===== src/dac_pkg.sv =====
/*
 package for the dma channel addressing core: register map, field codes, widths.
 assumes nothing of its surroundings.
*/
`default_nettype none
package dac_pkg;
    localparam int ADDR_W = 22;
    localparam int CNT_W  = 12;
    localparam int NUM_TRIG = 8;
    localparam int TSEL_W = 3;

    // address step codes
    localparam logic [1:0] STEP_FIXED = 2'h0;
    localparam logic [1:0] STEP_INC   = 2'h1;
    localparam logic [1:0] STEP_DEC   = 2'h2;

    // source memory region codes
    localparam logic [1:0] REG_RAM   = 2'h0;
    localparam logic [1:0] REG_FLASH = 2'h1;
    localparam logic [1:0] REG_EEP   = 2'h2;

    // avalon word offsets (byte addresses)
    localparam logic [5:0] OFS_CTRL   = 6'h00;
    localparam logic [5:0] OFS_CFG    = 6'h04;
    localparam logic [5:0] OFS_SSA    = 6'h08;
    localparam logic [5:0] OFS_DSA    = 6'h0C;
    localparam logic [5:0] OFS_SSZ    = 6'h10;
    localparam logic [5:0] OFS_DSZ    = 6'h14;
    localparam logic [5:0] OFS_SPTR   = 6'h18;
    localparam logic [5:0] OFS_DPTR   = 6'h1C;
    localparam logic [5:0] OFS_SCNT   = 6'h20;
    localparam logic [5:0] OFS_DCNT   = 6'h24;
    localparam logic [5:0] OFS_BUF    = 6'h28;
    localparam logic [5:0] OFS_TRIG   = 6'h2C;

    // ctrl bits
    localparam int CTRL_EN    = 0;
    localparam int CTRL_GO    = 1;
    localparam int CTRL_SIRQ  = 2;
    localparam int CTRL_AIRQ  = 3;
    localparam int CTRL_PEND  = 4;
    // cfg fields
    localparam int CFG_SSTEP  = 0;
    localparam int CFG_DSTEP  = 2;
    localparam int CFG_SMR    = 4;
    // trig fields
    localparam int TRIG_START = 0;
    localparam int TRIG_ABORT = 8;

    localparam logic [31:0] RD_UNMAPPED = 32'h0000_0000;
endpackage
`default_nettype wire


===== src/dac_ptr_unit.sv =====
/*
 one live pointer with its remaining counter: load, step and reload.
 assumes the caller pulses step once per transaction.
*/
`timescale 1ns/1ps
`default_nettype none
module dac_ptr_unit #(
    parameter int AW = dac_pkg::ADDR_W,
    parameter int CW = dac_pkg::CNT_W
) (
    input  wire logic          sys_clk,
    input  wire logic          rst_n,
    input  wire logic          load,
    input  wire logic          step,
    input  wire logic [1:0]    mode,
    input  wire logic [AW-1:0] start_addr,
    input  wire logic [CW-1:0] size,
    output logic      [AW-1:0] ptr,
    output logic      [CW-1:0] cnt,
    output logic               wrap
);
    wire logic          last;
    wire logic [AW-1:0] ptr_step;
    logic      [AW-1:0] ptr_next;
    logic      [CW-1:0] cnt_next;

    assign last = (cnt == CW'(1)) || (cnt == '0);
    assign wrap = step && last;
    assign ptr_step = (mode == dac_pkg::STEP_INC) ? ptr + AW'(1) :
                      (mode == dac_pkg::STEP_DEC) ? ptr - AW'(1) : ptr;

    always_comb begin
        ptr_next = ptr;
        cnt_next = cnt;
        if (load || wrap) begin
            ptr_next = start_addr;
            cnt_next = size;
        end else if (step) begin
            ptr_next = ptr_step;
            cnt_next = cnt - CW'(1);
        end
    end

    always_ff @(posedge sys_clk or negedge rst_n) begin
        if (!rst_n) begin
            ptr <= '0;
            cnt <= '0;
        end else begin
            ptr <= ptr_next;
            cnt <= cnt_next;
        end
    end
endmodule
`default_nettype wire


===== src/dac_trig_sync.sv =====
/*
 two-flop synchroniser and rising-edge detect for a selected trigger line.
 assumes the trigger lines are asynchronous levels.
*/
`timescale 1ns/1ps
`default_nettype none
module dac_trig_sync #(
    parameter int N  = dac_pkg::NUM_TRIG,
    parameter int SW = dac_pkg::TSEL_W
) (
    input  wire logic          sys_clk,
    input  wire logic          rst_n,
    input  wire logic [N-1:0]  lines,
    input  wire logic [SW-1:0] sel,
    output logic               rise
);
    logic [N-1:0] s1_reg;
    logic [N-1:0] s2_reg;
    logic         last_reg;
    wire  logic   cur;

    assign cur  = s2_reg[sel];
    assign rise = cur && !last_reg;

    always_ff @(posedge sys_clk or negedge rst_n) begin
        if (!rst_n) begin
            s1_reg   <= '0;
            s2_reg   <= '0;
            last_reg <= 1'b0;
        end else begin
            s1_reg   <= lines;
            s2_reg   <= s1_reg;
            last_reg <= cur;
        end
    end
endmodule
`default_nettype wire


===== src/dac_channel.sv =====
/*
 one byte-wide dma channel: avalon-mm register slave, read/write transaction
 engine on the shared buses, live pointers and counters, start and abort triggers.
 assumes an external arbiter that grants the bus one cycle at a time and that
 the memory returns read data in the granted read cycle.
*/
// The Avalon-MM interface to the registers and the placing of the registers were left to the implementer.
//////////////////////////////////////////////////////////////////////////////
//////////////////////////////////////////////////////////////////////////////
`timescale 1ns/1ps
`default_nettype none
module dac_channel #(
    parameter int AW = dac_pkg::ADDR_W,
    parameter int CW = dac_pkg::CNT_W,
    parameter int NT = dac_pkg::NUM_TRIG,
    parameter int SW = dac_pkg::TSEL_W
) (
    input  wire logic          sys_clk,
    input  wire logic          rst_n,
    // avalon-mm slave
    input  wire logic [5:0]    avs_address,
    input  wire logic          avs_read,
    input  wire logic          avs_write,
    input  wire logic [31:0]   avs_writedata,
    input  wire logic [3:0]    avs_byteenable,
    output logic      [31:0]   avs_readdata,
    output logic               avs_waitrequest,
    // arbiter
    output logic               bus_request,
    input  wire logic          bus_grant,
    // shared memory buses
    output logic               mem_read,
    output logic      [1:0]    mem_region,
    output logic      [AW-1:0] mem_read_addr,
    input  wire logic [7:0]    mem_read_data,
    output logic               mem_write,
    output logic      [AW-1:0] mem_write_addr,
    output logic      [7:0]    mem_write_data,
    output logic               mirror_access,
    // triggers
    input  wire logic [NT-1:0] start_trig_lines,
    input  wire logic [NT-1:0] abort_trig_lines,
    // status
    output logic               write_pending_flag,
    output logic               message_go
);
    //////////////////////////////////////////////////////////////////////////
    // registers
    logic          enable_reg;
    logic          go_reg;
    logic          start_trigger_sample_en;
    logic          abort_trigger_sample_en;
    logic          pend_reg;
    logic [1:0]    src_address_step;
    logic [1:0]    dst_address_step;
    logic [1:0]    src_memory_region;
    logic [AW-1:0] src_start_address;
    logic [AW-1:0] dst_start_address;
    logic [CW-1:0] src_message_size;
    logic [CW-1:0] dst_message_size;
    logic [7:0]    holding_buffer;
    logic [SW-1:0] start_trigger_select;
    logic [SW-1:0] abort_trigger_select;
    logic          load_reg;
    logic          ack_reg;
    logic [31:0]   rdata_reg;
    logic          mem_read_reg;
    logic          mem_write_reg;
    logic          req_reg;
    logic          wait_reg;

    wire logic [AW-1:0] src_live_pointer;
    wire logic [AW-1:0] dst_live_pointer;
    wire logic [CW-1:0] src_remaining_count;
    wire logic [CW-1:0] dst_remaining_count;
    wire logic          src_wrap;
    wire logic          dst_wrap;
    wire logic          start_rise;
    wire logic          abort_rise;

    //////////////////////////////////////////////////////////////////////////
    // bus decode
    wire logic access;
    wire logic wr;
    wire logic rd_phase;
    wire logic wr_phase;
    wire logic step;
    wire logic abort_now;
    wire logic hw_start;
    wire logic sw_go_set;
    wire logic sw_go_clr;
    wire logic msg_end;
    wire logic ctrl_wr;
    wire logic [31:0] rd_mux;
    wire logic dst_in_ram;

    assign access    = (avs_read || avs_write) && !ack_reg;
    assign wr        = avs_write && !ack_reg && avs_byteenable[0];
    assign ctrl_wr   = wr && (avs_address == dac_pkg::OFS_CTRL);
    assign sw_go_set = ctrl_wr && avs_writedata[dac_pkg::CTRL_GO]
                       && enable_reg && !go_reg;
    assign sw_go_clr = ctrl_wr && !avs_writedata[dac_pkg::CTRL_GO];
    assign abort_now = abort_rise && abort_trigger_sample_en;
    assign hw_start  = start_rise && start_trigger_sample_en && enable_reg;
    assign dst_in_ram = 1'b1;
    // grant-gated phases: read when buffer empty, write when full
    assign rd_phase  = go_reg && bus_grant && !pend_reg;
    assign wr_phase  = bus_grant && pend_reg && go_reg && dst_in_ram;
    assign step      = wr_phase;
    assign msg_end   = src_wrap || dst_wrap;

    assign rd_mux =
        (avs_address == dac_pkg::OFS_CTRL) ? 32'({pend_reg, abort_trigger_sample_en,
                                              start_trigger_sample_en, go_reg, enable_reg}) :
        (avs_address == dac_pkg::OFS_CFG)  ? 32'({src_memory_region, dst_address_step,
                                              src_address_step}) :
        (avs_address == dac_pkg::OFS_SSA)  ? 32'(src_start_address) :
        (avs_address == dac_pkg::OFS_DSA)  ? 32'(dst_start_address) :
        (avs_address == dac_pkg::OFS_SSZ)  ? 32'(src_message_size) :
        (avs_address == dac_pkg::OFS_DSZ)  ? 32'(dst_message_size) :
        (avs_address == dac_pkg::OFS_SPTR) ? 32'(src_live_pointer) :
        (avs_address == dac_pkg::OFS_DPTR) ? 32'(dst_live_pointer) :
        (avs_address == dac_pkg::OFS_SCNT) ? 32'(src_remaining_count) :
        (avs_address == dac_pkg::OFS_DCNT) ? 32'(dst_remaining_count) :
        (avs_address == dac_pkg::OFS_BUF)  ? 32'(holding_buffer) :
        (avs_address == dac_pkg::OFS_TRIG) ? (32'(start_trigger_select)
                                              | (32'(abort_trigger_select) << dac_pkg::TRIG_ABORT)) :
        dac_pkg::RD_UNMAPPED;

    //////////////////////////////////////////////////////////////////////////
    // avalon slave: one wait cycle, answer on the second
    always_ff @(posedge sys_clk or negedge rst_n) begin
        if (!rst_n) begin
            ack_reg   <= 1'b0;
            wait_reg  <= 1'b1;
            rdata_reg <= 32'h0000_0000;
        end else begin
            ack_reg   <= access;
            wait_reg  <= !access;
            rdata_reg <= rd_mux;
        end
    end

    //////////////////////////////////////////////////////////////////////////
    // control and configuration
    always_ff @(posedge sys_clk or negedge rst_n) begin
        if (!rst_n) begin
            enable_reg              <= 1'b0;
            start_trigger_sample_en <= 1'b0;
            abort_trigger_sample_en <= 1'b0;
            src_address_step        <= dac_pkg::STEP_FIXED;
            dst_address_step        <= dac_pkg::STEP_FIXED;
            src_memory_region       <= dac_pkg::REG_RAM;
            src_start_address       <= '0;
            dst_start_address       <= '0;
            src_message_size        <= '0;
            dst_message_size        <= '0;
            start_trigger_select    <= '0;
            abort_trigger_select    <= '0;
        end else begin
            if (ctrl_wr) begin
                enable_reg              <= avs_writedata[dac_pkg::CTRL_EN];
                start_trigger_sample_en <= avs_writedata[dac_pkg::CTRL_SIRQ];
                abort_trigger_sample_en <= avs_writedata[dac_pkg::CTRL_AIRQ];
            end
            if (abort_now) begin
                start_trigger_sample_en <= 1'b0;
                abort_trigger_sample_en <= 1'b0;
            end
            if (wr && avs_address == dac_pkg::OFS_CFG) begin
                src_address_step  <= avs_writedata[dac_pkg::CFG_SSTEP +: 2];
                dst_address_step  <= avs_writedata[dac_pkg::CFG_DSTEP +: 2];
                src_memory_region <= avs_writedata[dac_pkg::CFG_SMR +: 2];
            end
            if (wr && avs_address == dac_pkg::OFS_SSA)
                src_start_address <= avs_writedata[AW-1:0];
            if (wr && avs_address == dac_pkg::OFS_DSA)
                dst_start_address <= avs_writedata[AW-1:0];
            if (wr && avs_address == dac_pkg::OFS_SSZ)
                src_message_size <= avs_writedata[CW-1:0];
            if (wr && avs_address == dac_pkg::OFS_DSZ)
                dst_message_size <= avs_writedata[CW-1:0];
            if (wr && avs_address == dac_pkg::OFS_TRIG) begin
                start_trigger_select <= avs_writedata[dac_pkg::TRIG_START +: SW];
                abort_trigger_select <= avs_writedata[dac_pkg::TRIG_ABORT +: SW];
            end
        end
    end

    //////////////////////////////////////////////////////////////////////////
    // message go, buffer and pending flag
    always_ff @(posedge sys_clk or negedge rst_n) begin
        if (!rst_n) begin
            go_reg         <= 1'b0;
            pend_reg       <= 1'b0;
            holding_buffer <= 8'h00;
            load_reg       <= 1'b0;
        end else begin
            load_reg <= ctrl_wr && avs_writedata[dac_pkg::CTRL_EN] && !enable_reg;
            if (abort_now || (ctrl_wr && !avs_writedata[dac_pkg::CTRL_EN]))
                go_reg <= 1'b0;
            else if (sw_go_set || hw_start)
                go_reg <= 1'b1;
            else if (msg_end || sw_go_clr)
                go_reg <= 1'b0;
            if (rd_phase) begin
                holding_buffer <= mem_read_data;
                pend_reg       <= 1'b1;
            end else if (wr_phase) begin
                pend_reg <= 1'b0;
            end
        end
    end

    //////////////////////////////////////////////////////////////////////////
    // pointer, counter and trigger units
    dac_ptr_unit #(.AW(AW), .CW(CW)) u_src (
        .sys_clk    (sys_clk),
        .rst_n      (rst_n),
        .load       (load_reg),
        .step       (step),
        .mode       (src_address_step),
        .start_addr (src_start_address),
        .size       (src_message_size),
        .ptr        (src_live_pointer),
        .cnt        (src_remaining_count),
        .wrap       (src_wrap)
    );

    dac_ptr_unit #(.AW(AW), .CW(CW)) u_dst (
        .sys_clk    (sys_clk),
        .rst_n      (rst_n),
        .load       (load_reg),
        .step       (step),
        .mode       (dst_address_step),
        .start_addr (dst_start_address),
        .size       (dst_message_size),
        .ptr        (dst_live_pointer),
        .cnt        (dst_remaining_count),
        .wrap       (dst_wrap)
    );

    dac_trig_sync #(.N(NT), .SW(SW)) u_start (
        .sys_clk (sys_clk),
        .rst_n   (rst_n),
        .lines   (start_trig_lines),
        .sel     (start_trigger_select),
        .rise    (start_rise)
    );

    dac_trig_sync #(.N(NT), .SW(SW)) u_abort (
        .sys_clk (sys_clk),
        .rst_n   (rst_n),
        .lines   (abort_trig_lines),
        .sel     (abort_trigger_select),
        .rise    (abort_rise)
    );

    //////////////////////////////////////////////////////////////////////////
    // registered bus strobes
    always_ff @(posedge sys_clk or negedge rst_n) begin
        if (!rst_n) begin
            mem_read_reg  <= 1'b0;
            mem_write_reg <= 1'b0;
            req_reg       <= 1'b0;
        end else begin
            mem_read_reg  <= rd_phase;
            mem_write_reg <= wr_phase;
            req_reg       <= go_reg && !abort_now;
        end
    end

    // read strobe and address are combinational with grant so data returns same cycle
    assign mem_read        = rd_phase;
    assign mem_region      = src_memory_region;
    assign mem_read_addr   = src_live_pointer;
    assign mem_write       = wr_phase;
    assign mem_write_addr  = dst_live_pointer;
    assign mem_write_data  = holding_buffer;
    assign mirror_access   = rd_phase || wr_phase;
    assign bus_request     = req_reg;
    assign avs_readdata    = rdata_reg;
    assign avs_waitrequest = wait_reg;
    assign write_pending_flag = pend_reg;
    assign message_go      = go_reg;

    //////////////////////////////////////////////////////////////////////////
    // checks
    a_write_needs_data: assert property (@(posedge sys_clk) disable iff (!rst_n)
        $rose(write_pending_flag) |-> mem_read_reg) else $error("buffer filled without read");
    a_buffer_written: assert property (@(posedge sys_clk) disable iff (!rst_n)
        rd_phase |=> mem_write_data == $past(mem_read_data))
        else $error("buffer mismatch");
    a_pend_only_write: assert property (@(posedge sys_clk) disable iff (!rst_n)
        $fell(write_pending_flag) |-> mem_write_reg) else $error("pending cleared without write");
    a_counts_together: assert property (@(posedge sys_clk) disable iff (!rst_n)
        step && !src_wrap && !dst_wrap && !load_reg
        |=> src_remaining_count == $past(src_remaining_count) - CW'(1)
            && dst_remaining_count == $past(dst_remaining_count) - CW'(1))
        else $error("counters not stepped together");
    a_step_dec: assert property (@(posedge sys_clk) disable iff (!rst_n)
        step && !dst_wrap && !load_reg && dst_address_step == dac_pkg::STEP_DEC
        |=> dst_live_pointer == $past(dst_live_pointer) - AW'(1))
        else $error("decrement wrong");
    a_pend_set: assert property (@(posedge sys_clk) disable iff (!rst_n)
        rd_phase |=> write_pending_flag) else $error("pending not set");
    a_pend_clear: assert property (@(posedge sys_clk) disable iff (!rst_n)
        wr_phase |=> !write_pending_flag) else $error("pending not cleared");
    a_grant_only: assert property (@(posedge sys_clk) disable iff (!rst_n)
        (mem_read || mem_write) |-> bus_grant) else $error("bus without grant");
    a_abort_clears: assert property (@(posedge sys_clk) disable iff (!rst_n)
        abort_now |=> !message_go && !start_trigger_sample_en && !abort_trigger_sample_en)
        else $error("abort left bits set");
    a_start_needs_en: assert property (@(posedge sys_clk) disable iff (!rst_n)
        $rose(go_reg) |-> $past(enable_reg)) else $error("start while disabled");
    a_one_byte: assert property (@(posedge sys_clk) disable iff (!rst_n)
        !(mem_read && mem_write)) else $error("read and write together");
    a_step_inc: assert property (@(posedge sys_clk) disable iff (!rst_n)
        step && !src_wrap && !load_reg && src_address_step == dac_pkg::STEP_INC
        |=> src_live_pointer == $past(src_live_pointer) + AW'(1))
        else $error("increment wrong");
endmodule
`default_nettype wire


===== config.mk =====
export PLATFORM = sky130hd
export DESIGN_NAME = dac_channel
export DESIGN_NICKNAME = d
export VERILOG_FILES = /design/src/dac_pkg.sv /design/src/dac_ptr_unit.sv /design/src/dac_trig_sync.sv /design/src/dac_channel.sv
export SDC_FILE = /design/constraint.sdc
export NUM_CORES = 1
export LEC_CHECK = 0
export BUFFER_PORTS_ARGS = -buffer_cell sky130_fd_sc_hd__buf_2
export CORE_MARGIN = 4
export CORE_UTILIZATION = 30
export DETAILED_ROUTE_END_ITERATION = 8
export GPL_TIMING_DRIVEN = 0
export SLEW_MARGIN = 25
export SYNTH_ARGS = -nofsm -noshare
export SYNTH_HDL_FRONTEND = slang
export SYNTH_SLANG_ARGS = --single-unit

===== constraint.sdc =====
create_clock -name sys_clk -period 3.3 [get_ports sys_clk]
set_input_delay 0.33 -clock sys_clk [delete_from_list [all_inputs] [get_ports sys_clk]]
set_output_delay 0.33 -clock sys_clk [all_outputs]
set_load 0.03 [all_outputs]

==> results_dict.tcl <==
set metrics [dict create \
    relSlewSlack_pct 36.6 \
    layout_common_cells "dfrtp_1, buf_2, nand2_1" \
    ys_seq_elements 221 \
    cp_max_fo 9 \
    overflow 0 \
    dpl_worst_slack_ns -0.309 \
    yosysUniqueCellTypes 74 \
    setup_violations 0 \
    crit_buf_inv 2 \
    dieArea_sq_mm 0.0425 \
    seqPwrFrac_pct 46.8 \
    clkPwrFrac_pct 41.9 \
    io_pins 164 \
    tightestPinTransition_ns 0.943 \
    clk_path_buf_depth 3 \
    core-area_sq_mm 0.0387 \
    die_y_um 206 \
    crit_top_cell "o21ai_0" \
    drt.antenna.violating_nets 0 \
    drtIter0Drc 1057 \
    regArea_sq_mm 0.00553 \
    multiInputGateArea_sq_mm 0.00595 \
    finalPower_mw 6.28 \
    postSynthAreaPerCell_sq_um 10.2 \
    cp-startpoint "dst_address_step[1]$_DFFE_PN0P_" \
    period_minus_slack_ns 3.16 \
    fmax_mhz 317 \
    switchingPower_mw 1.66 \
    final_area_sq_mm 0.0142 \
    die_x_um 206 \
    nets 1469 \
    crit_end "u_dst.ptr[17]$_DFFE_PN0P_" \
    reg2reg_to "u_dst.ptr[17]$_DFFE_PN0P_" \
    fin_ws_ns 0.142 \
    grt_use_total_pct 18.3 \
    drive_gt1_share_pct 24.9 \
    finalHoldViolCount 0 \
    ys_seq_area_share_pct 47.0 \
    peakVddDrop_uv 427 \
    yosysTopAreaCellShare_pct 46.7 \
    r2r_setup_slack_ns 0.14 \
    fin_util_pct 36.8 \
    rr_startpoint "dst_address_step[1]$_DFFE_PN0P_" \
    synthTopCellsByArea "dfrtp_1, mux2_2, ha_1" \
    grt_pass1_wl_mm 60.1 \
    required_ns 3.70 \
    min_path_type "primary input to flop" \
    p_sw_share_pct 26.4 \
    routed-via-count 10313 \
    cts_root_buf "clkbuf_16" \
    maxSlewViolCount 0 \
    path_clk_slew_ns 0.06 \
    grt_start_max_net_pins 90 \
    grt_pass1_vias 9973 \
    dp_hpwl_mm 30.3 \
    cts_made_buffers 23 \
    cap_viol_max_count 0 \
    yosysTopAreaCell "dfrtp_1" \
    status "finished clean" \
    mostFrequentLayoutCell "dfrtp_1" \
    diodes 0 \
    p_leak_nw 6.95 \
    crit_arrival_ns 3.56 \
    cts_sinks 221 \
    wirelength_mm 39.9 \
    whs_path_depth 2 \
    place_area_sq_mm 0.0132 \
    crit_chain "nor2b_4 > clkinvlp_4 > buf_4 > ha_1 > a2111oi_0 > o21ai_0 > o22ai_2 > o21ai_0 > nand2_1 > mux2i_1 > a31oi_1" \
    fin_crit_sh_pct 95.7 \
    power_frac_comb_pct 11.3 \
    synthFlopType "dfrtp_1" \
    portBuffers 140 \
    synthArstFlopShare_pct 100 \
    rows 72 \
    syn_inst 1154 \
    firstDrtPassIters 8 \
    post-route-drc-count 0 \
    synth_warnings 0 \
    initial_utilization_pct 30.4 \
    syn-cell-area_sq_mm 0.0118 \
    synth_edf_count 0 \
    antenna_found_initial 4 \
    cpMaxStageDelayCell "dfrtp_1" \
    avgViaCountPerCell 5.47 \
    fin_skew_ns 0.0163 \
    slowest_delay_ns 0.53 \
    power_density_mw_per_mm2 441 \
    clk_latency_ns 0.53 \
    htreeDepth 1 \
    fillers 3904 \
    criticalPathCategory "flop to flop" \
    gp_congestion 0.926 \
    post_drt_wl_per_cell_um 21.2 \
    startpoint_type "flop" \
    critPathTopFamily "compound AO/OA/AOI/OAI gates" \
    crit_cells 11 \
    cts_tree "yes" \
    internal-power_mw 4.62 \
    cp-end-kind "flop" \
    reg2reg_depth 11 \
    syn2layout_area_growth_pct 20.9 \
]
metrics by stage:
stage / instances / TNS [ns] / hold slack (ns)
final: 1885 / 0 / 0.0394
after CTS: 1884 / 0 / 0.0165
after global placement: 1821 / -434.04 / 0.334
after floorplan: 1163 / 0 / 0.0344
after detailed placement: 1823 / -2.28 / 0.295
after global routing: 1885 / -0.0156 / 0.0191
cell type report:
cell class	count	share of cell area, %
plain buffers	60	2.09
clock buffers	29	4.41
clock inverters	11	0.905
inverters	21	0.580
multi-input cells	861	41.8
flip-flops and latches	221	38.9
well taps	518	4.55
repair buffers	163	6.78
repair inverters	1	0.0527
worst min path at each step:
stage / startpoint / endpoint / slack [ns]
after floorplan: rst_n / abort_trigger_sample_en$_DFFE_PN0P_ / 0.03
final: mem_read_data[2] / mem_write_data[2]$_DFFE_PN0P_ / 0.04
after global routing: mem_read_data[7] / mem_write_data[7]$_DFFE_PN0P_ / 0.02
after global placement: u_start.s1_reg[2]$_DFF_PN0_ / u_start.s2_reg[2]$_DFF_PN0_ / 0.33
after detailed placement: rst_n / u_abort.s1_reg[2]$_DFF_PN0_ / 0.29
after CTS: mem_read_data[0] / mem_write_data[0]$_DFFE_PN0P_ / 0.02
timing repair:
action                                 in CTS  in global routing
hold buffers                               17                  0
setup endpoints to repair                  19                 17
resized for setup                           6                  8
endpoints found under the hold margin      76                  0
gates cloned                                1                  0
pin swaps                                   1                  0
buffers inserted                            3                  1
synthesized netlist by cell type (4+ instances only):
master,n
dfrtp_1,220
nand2_1,116
mux2_2,92
o21ai_0,86
a21oi_1,84
nor2_1,73
a22oi_1,48
ha_1,44
nor3_1,33
clkbuf_1,30
a31oi_1,25
nand3_1,22
inv_1,21
xnor2_1,17
buf_2,16
a222oi_1,13
a211oi_1,12
buf_4,12
a21o_1,11
o21bai_1,9
xor2_1,9
and3_1,8
mux2i_1,8
o21a_1,8
nand2b_1,7
nand4_1,7
nor3b_1,7
o22ai_1,7
a221oi_1,6
nand3b_1,6
nor4_1,6
o31ai_1,6
or2_2,6
or3_1,6
a221o_1,5
o211ai_1,5
mux4_2,4
nor2b_1,4
power by group through the flow:
| stage | combinational [mW] | clock, mW | sequential (mW) |
|---|---|---|---|
| detailed placement | 0.680 | 0 | 2.99 |
| global route | 0.792 | 2.79 | 2.95 |
| global placement | 0.656 | 0 | 2.98 |
| CTS | 0.707 | 2.68 | 2.94 |
| finish | 0.712 | 2.63 | 2.94 |
| floorplan | 0.391 | 0 | 2.98 |
routing by layer:
metal  part of all wire (%)  up-vias  global-route usage [%]
met5                   0.10        -                       0
met4                    2.3        6                    4.11
met3                    8.2       68                    4.06
met2                     44      470                    27.9
met1                     46     5108                    26.8
li1                       -     4661                       -
kinds of logic (layout without fill, tap and decap cells):
kind of cell             after synthesis  after routing  synth area share, %
adder cells (fa/ha/maj)               46             46                 5.01
other                                  1             10               0.0318
AO/OA/AOI/OAI                        347            347                 18.9
multiplexers                         107            107                 10.5
flip-flops                           221            221                 47.0
buffers and inverters                 81            285                 3.20
AND/OR/NAND/NOR                      325            325                 13.5
XOR/XNOR                              26             26                 1.93
(Power assumes the default switching activity.)
